$ cat src/rtl/sar_pkg.sv
`default_nettype none

// ==========================================================================
// Shared constants and types of the converter control block
// ==========================================================================
package sar_pkg;

   // Result word width and the fixed output word depth
   localparam int unsigned RESULT_BITS = 12;
   localparam int unsigned FIFO_DEPTH = 4;

   // Falling bit clock edges spent sampling before the null bit
   localparam int unsigned SAMPLE_FALLS = 1;

   // Result codes of the two's complement scale
   localparam logic [11:0] CODE_NEG_FULL = 12'h800;
   localparam logic [11:0] CODE_ZERO = 12'h000;
   localparam logic [11:0] CODE_POS_FULL = 12'h7FF;

   // Trial code for the first decision: top bit under test
   localparam logic [11:0] FIRST_TRIAL = 12'h800;

   // Reset values of the output pins
   localparam logic DOUT_RST = 1'b0;
   localparam logic DOUT_OE_N_RST = 1'b1;

   // Pins that arrive from outside the clock domain, carried together
   typedef struct packed {
      logic selectN;
      logic serialBitClock;
      logic compare;
   } sar_pins_s;

   // Idle pin levels: select high means full power down
   localparam sar_pins_s PINS_RST = '{
      selectN: 1'b1,
      serialBitClock: 1'b0,
      compare: 1'b0
   };

   // Sequencer states, one-hot
   typedef enum logic [5:0] {
      ST_IDLE = 6'h01,
      ST_SAMPLE = 6'h02,
      ST_NULL = 6'h04,
      ST_CONV = 6'h08,
      ST_REPEAT = 6'h10,
      ST_DONE = 6'h20
   } sar_state_e;

endpackage : sar_pkg

`default_nettype wire

$ cat src/rtl/sar_adc_ctrl.sv
`default_nettype none

// ==========================================================================
// Control of a serial successive-approximation converter
// ==========================================================================
// The select, serial bit clock and comparator pins are all foreign to the
// system clock. They are sampled and filtered here; a filtered select fall
// starts a frame, and every step within it is taken on a filtered falling
// edge of the serial bit clock.
// A frame, counted in filtered falls of the bit clock while select is low:
//    fall 1       sampling only, the pin stays floated
//    fall 2       the pin drives the low null bit, top trial is applied
//    falls 3-14   one decision each, driven out at once, top bit first
//    fall 14      word complete: analog section off, word buffered
//    falls 15-25  the word again from bit 1, bottom up, to the top bit
//    fall 26      the pin floats; later falls are ignored
// Every output moves one system clock after the filtered event, some four
// system clocks after the pin itself moved. The bit clock must therefore
// stay at each level for at least three system clocks; faster pin activity
// is not seen reliably by the filter.
// Select high at any time wins over everything else: it floats the pin,
// powers both sections down and returns the sequencer to idle.

module sar_adc_ctrl #(
   parameter int unsigned RES_BITS = sar_pkg::RESULT_BITS,
   parameter int unsigned DEPTH = sar_pkg::FIFO_DEPTH
) (
   input wire logic clock,
   input wire logic nrst,
   input wire logic ce,
   input wire logic selectN,
   input wire logic serialBitClock,
   input wire logic compare,
   output logic serialDataOut,
   output logic serialDataOeN,
   output logic analogPowerOn,
   output logic digitalActive,
   output logic [RES_BITS-1:0] trialCode,
   output logic resultValid,
   output logic [RES_BITS-1:0] resultData,
   input wire logic resultReady
);

   // Index width and the end points of the bit index
   localparam int unsigned IW = $clog2(RES_BITS + 1);
   localparam logic [IW-1:0] TOP_IDX = IW'(RES_BITS - 1);
   localparam logic [IW-1:0] END_IDX = IW'(RES_BITS);
   localparam logic [RES_BITS-1:0] TOP_TRIAL =
      RES_BITS'(sar_pkg::FIRST_TRIAL) << (RES_BITS - sar_pkg::RESULT_BITS);

   // ========================================================================
   // Pin synchronisers
   // ========================================================================
   sar_pkg::sar_pins_s pinMeta_q;
   sar_pkg::sar_pins_s pinSync_q;
   sar_pkg::sar_pins_s pinCheck_q;
   sar_pkg::sar_pins_s pinFilt_q;
   sar_pkg::sar_pins_s pinFilt_d;
   sar_pkg::sar_pins_s pinRaw;

   assign pinRaw = '{
      selectN: selectN,
      serialBitClock: serialBitClock,
      compare: compare
   };

   // A bit moves only when the second and third stages agree, else holds
   assign pinFilt_d = (pinSync_q & pinCheck_q)
      | (pinFilt_q & (pinSync_q | pinCheck_q));

   // Reset values equal the idle pin levels, so no false edge follows reset.
   // Limitation: a pulse shorter than three system clocks may be lost.
   // Three-stage chain; the first stage feeds nothing but the second
   always_ff @(posedge clock or negedge nrst) begin
      if (!nrst) begin
         pinMeta_q <= sar_pkg::PINS_RST;
         pinSync_q <= sar_pkg::PINS_RST;
         pinCheck_q <= sar_pkg::PINS_RST;
         pinFilt_q <= sar_pkg::PINS_RST;
      end else if (ce) begin
         pinMeta_q <= pinRaw;
         pinSync_q <= pinMeta_q;
         pinCheck_q <= pinSync_q;
         pinFilt_q <= pinFilt_d;
      end
   end

   // ========================================================================
   // Edge events on the filtered pins
   // ========================================================================
   logic selRise;
   logic selFall;
   logic bitFall;
   logic cmpBit;

   // Next filtered value against the held one: each acts as the filter moves
   assign selRise = pinFilt_d.selectN & ~pinFilt_q.selectN;
   assign selFall = ~pinFilt_d.selectN & pinFilt_q.selectN;
   assign bitFall = ~pinFilt_d.serialBitClock & pinFilt_q.serialBitClock;
   assign cmpBit = pinFilt_d.compare;

   // ========================================================================
   // Sequencer state
   // ========================================================================
   // The index points at the bit under decision while converting, and at
   // the next bit to repeat afterwards. The trial code is offset binary for
   // the weighing array; the result is kept two's complement for the pin.
   sar_pkg::sar_state_e state_q;
   sar_pkg::sar_state_e state_d;
   logic [IW-1:0] idx_q;
   logic [IW-1:0] idx_d;
   logic [RES_BITS-1:0] trial_q;
   logic [RES_BITS-1:0] trial_d;
   logic [RES_BITS-1:0] res_q;
   logic [RES_BITS-1:0] res_d;
   logic dout_q;
   logic dout_d;
   logic doutOeN_q;
   logic doutOeN_d;
   logic analog_q;
   logic analog_d;
   logic digital_q;
   logic digital_d;
   logic sampled_q;
   logic sampled_d;
   logic push;
   logic fifoReady;
   logic outBit;
   logic isTopBit;

   // Comparator high keeps the trial bit; the top bit is inverted
   // because the array weighs offset binary but the word is signed
   assign isTopBit = (idx_q == TOP_IDX);
   assign outBit = isTopBit ? ~cmpBit : cmpBit;

   // Digital side follows select alone, even after the word is done
   assign digital_d = ~pinFilt_d.selectN;

   // Next state of the sequencer
   always_comb begin
      state_d = state_q;
      idx_d = idx_q;
      trial_d = trial_q;
      res_d = res_q;
      dout_d = dout_q;
      doutOeN_d = doutOeN_q;
      analog_d = analog_q;
      sampled_d = sampled_q;
      push = 1'b0;
      if (selRise || pinFilt_d.selectN) begin
         // Abort: float the pin, power down, back to idle
         state_d = sar_pkg::ST_IDLE;
         doutOeN_d = 1'b1;
         sampled_d = 1'b0;
         analog_d = 1'b0;
         idx_d = '0;
      end else if (selFall) begin
         // Only a fresh fall starts; a full buffer skips this frame
         if (fifoReady) begin
            state_d = sar_pkg::ST_SAMPLE;
            analog_d = 1'b1;
            sampled_d = 1'b0;
            trial_d = '0;
            res_d = '0;
         end
      end else if (bitFall) begin
         unique case (state_q)
            sar_pkg::ST_IDLE: begin
               // Falls of a refused frame are ignored
               state_d = state_q;
            end
            sar_pkg::ST_SAMPLE: begin
               if (sampled_q) begin
                  // Second falling edge: low null bit, first trial set
                  state_d = sar_pkg::ST_NULL;
                  dout_d = 1'b0;
                  doutOeN_d = 1'b0;
                  trial_d = TOP_TRIAL;
                  idx_d = TOP_IDX;
               end else begin
                  sampled_d = 1'b1;
               end
            end
            sar_pkg::ST_NULL,
            sar_pkg::ST_CONV: begin
               // One decision per falling edge, driven out at once
               state_d = sar_pkg::ST_CONV;
               dout_d = outBit;
               res_d[idx_q] = outBit;
               trial_d[idx_q] = cmpBit;
               if (idx_q != '0) begin
                  trial_d[idx_q - 1'b1] = 1'b1;
                  idx_d = idx_q - 1'b1;
               end else begin
                  // Bottom bit decided: word complete, analog off
                  state_d = sar_pkg::ST_REPEAT;
                  analog_d = 1'b0;
                  push = 1'b1;
                  idx_d = IW'(1);
               end
            end
            sar_pkg::ST_REPEAT: begin
               if (idx_q == END_IDX) begin
                  // Top bit repeated already: float and go deaf
                  state_d = sar_pkg::ST_DONE;
                  doutOeN_d = 1'b1;
               end else begin
                  dout_d = res_q[idx_q];
                  idx_d = idx_q + 1'b1;
               end
            end
            sar_pkg::ST_DONE: begin
               // Deaf until select goes high again
               state_d = state_q;
            end
            default: begin
               state_d = sar_pkg::ST_IDLE;
            end
         endcase
      end
   end

   // Sequencer registers
   always_ff @(posedge clock or negedge nrst) begin
      if (!nrst) begin
         state_q <= sar_pkg::ST_IDLE;
         idx_q <= '0;
         trial_q <= '0;
         res_q <= '0;
         sampled_q <= 1'b0;
      end else if (ce) begin
         state_q <= state_d;
         idx_q <= idx_d;
         trial_q <= trial_d;
         res_q <= res_d;
         sampled_q <= sampled_d;
      end
   end

   // Pin and power outputs, each from its own flop
   // The power flags are reports for the supply switches outside the block
   always_ff @(posedge clock or negedge nrst) begin
      if (!nrst) begin
         dout_q <= sar_pkg::DOUT_RST;
         doutOeN_q <= sar_pkg::DOUT_OE_N_RST;
         analog_q <= 1'b0;
         digital_q <= 1'b0;
      end else if (ce) begin
         dout_q <= dout_d;
         doutOeN_q <= doutOeN_d;
         analog_q <= analog_d;
         digital_q <= digital_d;
      end
   end

   // Ports straight from the flops above
   assign serialDataOut = dout_q;
   assign serialDataOeN = doutOeN_q;
   assign analogPowerOn = analog_q;
   assign digitalActive = digital_q;
   assign trialCode = trial_q;

   // ========================================================================
   // Result word buffer
   // ========================================================================
   // Whole words go to the user side only; the pin never waits on this.
   // The price is that a frame starting with the buffer full is skipped.
   // A word is pushed from the next-state value as its bottom bit is decided;
   // the ready flag is the only path from the buffer back into the sequencer.
   sar_fifo #(
      .WIDTH(RES_BITS),
      .DEPTH(DEPTH)
   ) u_fifo (
      .clock(clock),
      .nrst(nrst),
      .ce(ce),
      .inValid(push),
      .inData(res_d),
      .inReady(fifoReady),
      .outValid(resultValid),
      .outData(resultData),
      .outReady(resultReady)
   );

endmodule // sar_adc_ctrl

`default_nettype wire

$ cat src/rtl/sar_fifo.sv
`default_nettype none

// ==========================================================================
// Shifting word buffer: the head always sits in entry zero
// ==========================================================================
module sar_fifo #(
   parameter int unsigned WIDTH = 12,
   parameter int unsigned DEPTH = 4
) (
   input wire logic clock,
   input wire logic nrst,
   input wire logic ce,
   input wire logic inValid,
   input wire logic [WIDTH-1:0] inData,
   output logic inReady,
   output logic outValid,
   output logic [WIDTH-1:0] outData,
   input wire logic outReady
);

   localparam int unsigned CW = $clog2(DEPTH + 1);

   logic [WIDTH-1:0] mem [DEPTH];
   logic [CW-1:0] count_q;
   logic [CW-1:0] count_d;
   logic valid_q;
   logic push;
   logic pop;

   // Head kept in a flop so the output needs no read multiplexer
   assign inReady = (count_q != CW'(DEPTH));
   assign push = inValid & inReady;
   assign pop = valid_q & outReady;
   assign count_d = count_q + CW'(push) - CW'(pop);
   assign outValid = valid_q;
   assign outData = mem[0];

   // Occupancy and the registered empty flag
   always_ff @(posedge clock or negedge nrst) begin
      if (!nrst) begin
         count_q <= '0;
         valid_q <= 1'b0;
      end else if (ce) begin
         count_q <= count_d;
         valid_q <= (count_d != '0);
      end
   end

   // Each entry shifts down on a pop and loads when it is the tail
   for (genvar i = 0; i < DEPTH; i++) begin : g_entry
      logic [WIDTH-1:0] above;
      if (i + 1 < DEPTH) begin : g_mid
         assign above = mem[i+1];
      end else begin : g_top
         assign above = mem[i];
      end
      always_ff @(posedge clock or negedge nrst) begin
         if (!nrst) begin
            mem[i] <= '0;
         end else if (ce) begin
            if (pop) begin
               mem[i] <= (push && count_q == CW'(i + 1)) ? inData : above;
            end else if (push && count_q == CW'(i)) begin
               mem[i] <= inData;
            end
         end
      end
   end

endmodule // sar_fifo

`default_nettype wire

$ cat config.mk
export PLATFORM = sky130hd
export DESIGN_NAME = sar_adc_ctrl
export DESIGN_NICKNAME = d
export VERILOG_FILES = /design/src/rtl/sar_pkg.sv /design/src/rtl/sar_adc_ctrl.sv /design/src/rtl/sar_fifo.sv
export SDC_FILE = /design/constraint.sdc
export NUM_CORES = 1
export LEC_CHECK = 0
export BUFFER_PORTS_ARGS = -buffer_cell sky130_fd_sc_hd__buf_4
export CAP_MARGIN = 20
export CORE_ASPECT_RATIO = 1.2
export CORE_UTILIZATION = 55
export DETAILED_ROUTE_END_ITERATION = 8
export PLACE_DENSITY = 0.76
export RECOVER_POWER = 50
export SYNTH_ARGS = -nofsm -noshare
export SYNTH_HDL_FRONTEND = slang
export SYNTH_SLANG_ARGS = --single-unit
$ cat constraint.sdc
create_clock -name clock -period 3.6 [get_ports clock]
set_clock_uncertainty 0.05 [all_clocks]
set_input_delay 0.18 -clock clock [delete_from_list [all_inputs] [get_ports clock]]
set_output_delay 0.18 -clock clock [all_outputs]
set_load 0.02 [all_outputs]
==> results of run 1 <==
[registers in the layout (all words and copies together) (netlist names), 3 cells and up]
name                  flops
pinFilt_q                 3
idx_q                     4
u_fifo.g_entry.above     36
pinSync_q                 3
pinCheck_q                3
u_fifo.outData           12
u_fifo.count_q            3
trialCode                12
state_q                   6
res_q                    12
pinMeta_q                 3
[routing by layer]
metal	wire length [um]	up-vias	GRT usage [%]
met1	6213	2606	34.16
met4	315	0	9.192
met2	7572	159	48.27
met5	0	-	0
li1	-	2477	-
met3	683	26	5.266
[path summary, 6_finish.rpt]
path	startpoint	to	slack, ns	cells after the start
setup / recovery	idx_q[1]	u_fifo.outValid	0.35	11
hold / removal	selectN	pinMeta_q[2]	0.008	2
setup reg to reg	idx_q[1]	u_fifo.outValid	0.35	11
hold reg to reg	u_fifo.outData[5]	u_fifo.outData[5]	0.44	2
max in group asynchronous	nrst	pinMeta_q[2]	1.23	4
min in group asynchronous	nrst	u_fifo.outData[2]	0.88	2
[through the flow]
step	total power [W]	cell area [sq um]	hold WS (ns)	cells
6_report	0.003948	6613	0.008280	801
5_1_grt	0.004167	6613	0.003667	801
4_1_cts	0.003979	6654	0.005353	799
3_5_place_dp	0.003011	6369	0.3675	783
3_3_place_gp	0.002965	6369	0.3633	783
2_1_floorplan	0.002582	6033	-0.1656	647
[kinds of logic after synthesis]
family / Yosys count / synth area share [%]
buffers and inverters: 60 / 4.334
adders and majority gates: 12 / 2.530
AOI/OAI and AO/OA: 239 / 25.03
muxes: 15 / 3.277
xor gates and xnor gates: 10 / 1.576
and+or+nand+nor: 208 / 20.41
DFF: 103 / 42.85
[power groups by stage]
| stage | clock (W) | combinational [W] | sequential, W |
|---|---|---|---|
| finish | 0.000971 | 0.00146 | 0.00152 |
| global route | 0.00103 | 0.00159 | 0.00155 |
| CTS | 0.000974 | 0.00149 | 0.00152 |
| detailed placement | 0 | 0.00147 | 0.00154 |
| global placement | 0 | 0.00143 | 0.00153 |
| floorplan | 0 | 0.00102 | 0.00157 |
[cell usage after synthesis (4+ instances only)]
cell type and instances:
dfrtp_1 97, o21ai_0 66, nand2_1 53, a21oi_1 45, nor2_1 43, o21ai_1 32, clkbuf_1 26, nor3_1 23
inv_1 18, a22oi_1 13, buf_2 11, nand3_1 11, nand3b_1 10, a22o_1 9, ha_1 9, o211ai_1 9
o31ai_1 9, nor3_2 8, nor4_1 8, mux2_2 7, dfstp_2 6, nor4_2 6, o22ai_1 6, or3b_2 6
a211oi_1 5, a31oi_1 5, a32oi_1 5, and3_1 5, nand4_1 5, nor3b_1 5, o2bb2ai_1 5, o41ai_1 5
xor2_1 5, mux2i_1 4, nor4_4 4, xnor2_1 4
[layout make-up]
type / instances / area share, %
clock buffers: 10 / 3.463
clock inverters: 6 / 0.8515
inverters: 18 / 1.022
multi-input cells: 484 / 48.19
flip-flops and latches: 103 / 39.09
well taps: 129 / 2.441
repair buffers: 51 / 4.939
==> impl_metrics.json, run 1 <==
{
  "slowest_delay_ns": 0.54,
  "n_fill_cell": 890,
  "clk_latency_ns": 0.36,
  "mostFrequentLayoutCell": "dfrtp_1",
  "synth.net_count": 664,
  "ys_ff_latch": 103,
  "grt_max_degree": 92,
  "routabilityCongestion": 0.8528,
  "critical_path_required_ns": 3.73,
  "die_x_um": 97.61,
  "violations": "design-rule violations, max-capacitance violations, max-slew violations",
  "syn_to_final_growth_pct": 9.602,
  "dp_hpwl_mm": 10.57,
  "peakVddDrop_v": 0.0004248,
  "grt_pass1_vias": 4875,
  "diodes": 0,
  "cts_setup_buffers": 0,
  "first_pass_iters": 7,
  "path_buf_inv": 1,
  "cp_cell_sequence": "inv_1 > ha_1 > nor3b_1 > nand4_1 > nor3_1 > ha_1 > fa_1 > xor2_1 > xnor2_1 > nor3_1 > a21oi_1",
  "ant_nets": 0,
  "grt_util_all_layers_pct": 27.42,
  "wl_per_cell_um": 18.46,
  "via_per_inst": 6.577,
  "synthTopCellsByArea": "dfrtp_1 (40%), o21ai_0 (5.5%), a21oi_1 (3.7%)",
  "clock.fmax_mhz": 307.9,
  "combPwrFrac_pct": 36.9,
  "crit_arrival_ns": 3.38,
  "layout_common_cells": "dfrtp_1 (97), o21ai_0 (66), nand2_1 (53)",
  "grt_overflow": 0,
  "worst_pin_slew_ns": 2.002,
  "status": "finished with violations",
  "cts_tree": "yes",
  "fin_tns_setup_ns": 0,
  "start_util_pct": 56.82,
  "layout.nets": 684,
  "p_int_w": 0.002291,
  "coreArea_sq_um": 10620,
  "synth_largest_area_cell": "dfrtp_1",
  "leakage_nw": 2.572,
  "netlist.area_leader.share_pct": 40.23,
  "hold_violations": 0,
  "drc": 8,
  "slew_viol_final": 36,
  "avgSynthCellArea_sq_um": 9.325,
  "power_density_nw_per_um2": 597.1,
  "die_area_sq_um": 11390,
  "cts_resized": 0,
  "clkTransAtPathRegs_ns": 0.07,
  "finalCriticalPeriod_ns": 3.248,
  "synth_cell_types": 76,
  "crit_type": "reg -> reg",
  "routed_wl_mm": 14.78,
  "rsz0062_at_grt": "no",
  "critical-path-slowest-cell": "dfrtp_1",
  "grt_pass1_wl_mm": 24.70,
  "row_count": 41,
  "die_h_um": 116.7,
  "slew_headroom_pct": -33.44,
  "first_iter_violations": 379,
  "setup_viol": 0,
  "post-route-util_pct": 62.27,
  "clkPwrFrac_pct": 24.6,
  "seq_area_frac_synth_pct": 42.85,
  "clockBufferDepth": 2,
  "finalCritPeriodShare_pct": 90.22,
  "io_buffers": 35,
  "switchingPower_w": 0.001658,
  "h-tree-depth": 3,
  "p_seq_share_pct": 38.5,
  "worstSetupEndpointType": "flip-flop",
  "cts-root-buf": "clkbuf_16",
  "setup_slack_ns": 0.3521,
  "regArea_sq_um": 2585,
  "drive_gt1_share_pct": 14.88,
  "multiInputGateArea_sq_um": 3187,
  "async_flop_share_pct": 100.0,
  "path_delay_family": "simple AND/OR/NAND/NOR gates",
  "cts_buffers": 9,
  "critPathMaxFanout": 12,
  "p_sw_share_pct": 41.98,
  "num_vias": 5268,
  "place_ws_ns": 0.3955,
  "synth-edff-count": 0,
  "hold_buffers": 0,
  "min_path_type": "in -> reg",
  "start_kind": "flip-flop",
  "ys.flop_type": "dfrtp_1",
  "ys_warn_count": 0,
  "cts_sinks": 103,
  "cap_violations": 1,
  "ioPinCount": 36,
  "synthCells": 647,
  "antenna_found_initial": 0,
  "syn_area_sq_um": 6033
}
Power figures use the tool's default switching activity.
==> run 2: changes to the inputs <==
Settings changed: GPL_TIMING_DRIVEN from default to 0.
==> impl_metrics.json, run 2 (same netlist as run 1, synthesis figures left out) <==
{
  "cts_sinks": 103,
  "finalCritPeriodShare_pct": 93.09,
  "p_seq_share_pct": 37.6,
  "grt_pass1_vias": 5235,
  "die_h_um": 116.7,
  "cts_buffers": 9,
  "mostFrequentLayoutCell": "dfrtp_1",
  "crit_arrival_ns": 3.52,
  "grt_overflow": 0,
  "die_x_um": 97.61,
  "min_path_type": "in -> reg",
  "ioPinCount": 36,
  "cts_tree": "yes",
  "fin_tns_setup_ns": 0,
  "dp_cells": 812,
  "h-tree-depth": 3,
  "slowest_delay_ns": 0.46,
  "die_area_sq_um": 11390,
  "path_depth": 10,
  "first_iter_violations": 456,
  "switchingPower_w": 0.001683,
  "drive_gt1_share_pct": 13.59,
  "critical-path-slowest-cell": "or3b_2",
  "diodes": 0,
  "routed_wl_mm": 15.83,
  "cap_violations": 1,
  "p_sw_share_pct": 42.54,
  "p_int_w": 0.002273,
  "layout.nets": 712,
  "r2r_slack_ns": 0.25,
  "combPwrFrac_pct": 38.8,
  "worstSetupEndpointType": "flip-flop",
  "row_count": 41,
  "clockBufferDepth": 2,
  "start_kind": "flip-flop",
  "clk_latency_ns": 0.35,
  "path_delay_family": "simple AND/OR/NAND/NOR gates",
  "r2r_cells": 10,
  "status": "finished with violations",
  "clkPwrFrac_pct": 23.7,
  "cp_cell_sequence": "clkbuf_1 > inv_1 > ha_1 > or3b_2 > clkbuf_1 > nor4_4 > nand4_1 > clkbuf_1 > nand2_1 > o21ai_0",
  "ant_nets": 0,
  "hold_violations": 0,
  "leakage_nw": 2.559,
  "power_w": 0.003956,
  "crit_type": "reg -> reg",
  "routabilityCongestion": 0.9280,
  "finalCriticalPeriod_ns": 3.351,
  "grt_util_all_layers_pct": 29.04,
  "via_per_inst": 6.609,
  "num_vias": 5472,
  "first_pass_iters": 8,
  "crit_top_cell": "clkbuf_1",
  "critPathMaxFanout": 10,
  "stdcell_count": 828,
  "rsz0062_at_grt": "no",
  "cts_setup_buffers": 0,
  "coreArea_sq_um": 10620,
  "slew_viol_final": 34,
  "clkTransAtPathRegs_ns": 0.07,
  "layout_common_cells": "dfrtp_1 (97), o21ai_0 (66), clkbuf_1 (55)",
  "cts-root-buf": "clkbuf_16",
  "holdPathStages": 2,
  "violations": "design-rule violations, max-capacitance violations, max-slew violations",
  "grt_max_degree": 72,
  "power_density_nw_per_um2": 594.6,
  "critical_path_required_ns": 3.77,
  "grt_pass1_wl_mm": 26.08,
  "syn_to_final_growth_pct": 10.29,
  "start_util_pct": 56.82,
  "largest_reg_flops": 36,
  "dp_hpwl_mm": 11.71,
  "antenna_found_initial": 0,
  "peakVddDrop_v": 0.0003506,
  "wl_per_cell_um": 19.11,
  "worst_pin_slew_ns": 1.712,
  "slew_headroom_pct": -14.10,
  "io_buffers": 35,
  "clock.fmax_mhz": 298.4,
  "path_buf_inv": 4,
  "drc": 8,
  "setup_viol": 0
}
[run 2: layer usage]
metal  global-route usage [%]  vias to the layer above  routed length, um
met5                        0                        -                  0
met4                    10.40                        0                389
met3                    4.847                       44                932
met2                    52.53                      229               8153
met1                    35.26                     2683               6349
li1                         -                     2516                  -
[run 2: final timing paths]
check / startpoint / end
worst max register to register: idx_q[1] / u_fifo.g_entry[2].above[2]
worst max-delay path: idx_q[1] / u_fifo.g_entry[2].above[2]
worst min register to register: u_fifo.outData[6] / u_fifo.outData[6]
worst min-delay path: serialBitClock / pinMeta_q[1]
min in group asynchronous: nrst / u_fifo.outData[10]
max in group asynchronous: nrst / u_fifo.count_q[1]
[run 2: layout make-up]
type                            count  area [sq um]
Sequential cell                   103          2585
Timing Repair Buffer               37         167.7
Tap cell                          129         161.4
Fill cell                         908          3965
Multi-Input combinational cell    484          3198
Clock inverter                      6         52.55
Buffer                             42         196.4
Inverter                           18         67.56
Clock buffer                        9         225.2
[run 2: power by group through the flow]
stage          clock, W  sequential, W  combinational [W]
2_1_floorplan         0        0.00157            0.00102
3_3_place_gp          0        0.00149            0.00151
3_5_place_dp          0        0.00150            0.00155
4_1_cts        0.000947        0.00148            0.00157
5_1_grt        0.000993        0.00150            0.00167
6_report       0.000936        0.00149            0.00153
[run 2: per-stage QoR]
step / utilization, % / instance area [sq um] / setup WS, ns / hold slack (ns)
floorplan: - / 6033 / 0.7570 / -0.1656
global placement: 60.81 / 6457 / 0.1530 / 0.3667
detailed placement: 61.07 / 6485 / 0.08157 / 0.1053
CTS: 63.78 / 6773 / 0.02964 / 0.01374
global route: 62.66 / 6654 / 0.0009845 / 0.01631
finish: 62.66 / 6654 / 0.2489 / 0.02083
[run 2: timing repair]
item | 4_1_cts | 5_1_grt
hold buffers | 1 | 0
endpoints found under the setup margin | 0 | 6
gates resized for setup | 0 | 5
endpoints found under the hold margin | 32 | 0
==> run 3: changes to the inputs <==
Clock period 3.6 ns to 3.93 ns, I/O delays scaled along.
==> impl_metrics.json, run 3 (same netlist as run 1, synthesis figures left out) <==
{
  "routabilityCongestion": 0.9280,
  "r2r_cells": 10,
  "rsz0062_at_grt": "no",
  "cts_sinks": 103,
  "dp_hpwl_mm": 11.71,
  "min_path_type": "in -> reg",
  "h-tree-depth": 3,
  "crit_arrival_ns": 3.63,
  "ant_nets": 0,
  "slew_viol_final": 33,
  "die_h_um": 116.7,
  "crit_type": "reg -> reg",
  "clkTransAtPathRegs_ns": 0.07,
  "start_kind": "flip-flop",
  "first_pass_iters": 9,
  "antenna_found_initial": 0,
  "critPathMaxFanout": 10,
  "grt_max_degree": 72,
  "mostFrequentLayoutCell": "dfrtp_1",
  "layout_common_cells": "dfrtp_1 (97), o21ai_0 (66), clkbuf_1 (56)",
  "leakage_nw": 2.557,
  "clock.fmax_mhz": 288.8,
  "slew_headroom_pct": -22.91,
  "num_vias": 5506,
  "largest_reg_flops": 36,
  "placedInstanceArea_sq_um": 6485,
  "multiInputGateArea_sq_um": 3192,
  "hold_violations": 0,
  "worstReg2RegStart": "idx_q[0]",
  "clockBufferDepth": 2,
  "diodes": 0,
  "finalCritPeriodShare_pct": 88.12,
  "worst_pin_slew_ns": 1.844,
  "cts-root-buf": "clkbuf_16",
  "peakVddDrop_v": 0.0003214,
  "power_density_nw_per_um2": 543.5,
  "worstSetupEndpointType": "flip-flop",
  "cts_tree": "yes",
  "power_w": 0.003622,
  "crit-reg2reg-capture": "u_fifo.g_entry[2].above[2]",
  "min-delay-start": "serialBitClock",
  "design_area_sq_um": 6665,
  "holdPathStages": 2,
  "fin_tns_setup_ns": 0,
  "routed_wl_mm": 15.83,
  "drc": 8,
  "clk_latency_ns": 0.35,
  "grt_pass1_vias": 5235,
  "grt_pass1_wl_mm": 26.08,
  "violations": "design-rule violations, max-capacitance violations, max-slew violations",
  "cap_violations": 1,
  "min_to": "pinMeta_q[1]",
  "wl_per_cell_um": 19.12,
  "die_area_sq_um": 11390,
  "critical_path_required_ns": 4.10,
  "setup_viol": 0,
  "post-route-util_pct": 62.77,
  "regArea_sq_um": 2585,
  "first_iter_violations": 468,
  "r2r_slack_ns": 0.47,
  "layout.nets": 712,
  "cts_setup_buffers": 0,
  "io_buffers": 35,
  "syn_to_final_growth_pct": 10.47,
  "grt_overflow": 0,
  "via_per_inst": 6.650,
  "start_util_pct": 56.82,
  "drive_gt1_share_pct": 13.30,
  "ioPinCount": 36,
  "finalCriticalPeriod_ns": 3.463,
  "cts_buffers": 9,
  "die_x_um": 97.61,
  "status": "finished with violations",
  "n_fill_cell": 905,
  "grt_util_all_layers_pct": 29.04,
  "coreArea_sq_um": 10620,
  "row_count": 41
}
run 3: layer usage:
layer  GRT usage (%)  vias to the layer above  share of wire (%)
met5               0                        -                  0
met4           10.40                        0                2.6
met3           4.847                       43                6.2
met2           52.53                      256                 51
met1           35.26                     2683                 40
li1                -                     2524                  -
run 3: what timing repair did:
action,4_1_cts,5_1_grt
hold endpoints to repair,32,0
endpoints found under the setup margin,0,1
resized for setup,0,1
hold buffers,1,0
run 3: metrics by stage:
stage / hold slack, ns / worst slack, ns / cells
3_5_place_dp: 0.1218 / 0.4116 / 812
3_3_place_gp: 0.3832 / 0.4830 / 811
5_1_grt: 0.03281 / 0.2391 / 828
4_1_cts: 0.03024 / 0.3596 / 828
2_1_floorplan: -0.1491 / 1.087 / 647
6_report: 0.03689 / 0.4668 / 828
run 3: where the power goes:
group / leakage (nW) / switching (W) / internal (W)
clock network: 0.139 / 0.000422 / 0.000437
registers: 1.35 / 0.000138 / 0.00122
logic: 1.06 / 0.000985 / 0.000419
run 3: cell type report:
class / instances / area share [%]
Sequential cell: 103 / 38.78
Multi-Input combinational cell: 484 / 47.89
Clock inverter: 6 / 0.7884
Tap cell: 129 / 2.422
Inverter: 18 / 1.014
Timing Repair Buffer: 37 / 2.816
Clock buffer: 9 / 3.379
Buffer: 42 / 2.910
run 3: how the worst max path moves through the flow:
stage,start,to,slack (ns),cells after the start
global placement,idx_q[0],u_fifo.outValid,0.48,10
global route,pinSync_q[2],u_fifo.outValid,0.24,11
floorplan,idx_q[0],u_fifo.outValid,1.09,10
CTS,idx_q[0],u_fifo.outValid,0.36,12
finish,idx_q[0],u_fifo.g_entry[2].above[2],0.47,10
detailed placement,idx_q[0],u_fifo.outValid,0.41,10
run 3: critical path: stages, from the launching register on:
cell and delay [ns]:
dfrtp_1 0.42, clkbuf_1 0.31, inv_1 0.23, ha_1 0.30
or3b_2 0.46, clkbuf_1 0.29, nor4_4 0.43, nand4_1 0.31
clkbuf_1 0.31, nand2_1 0.13, o21ai_0 0.09
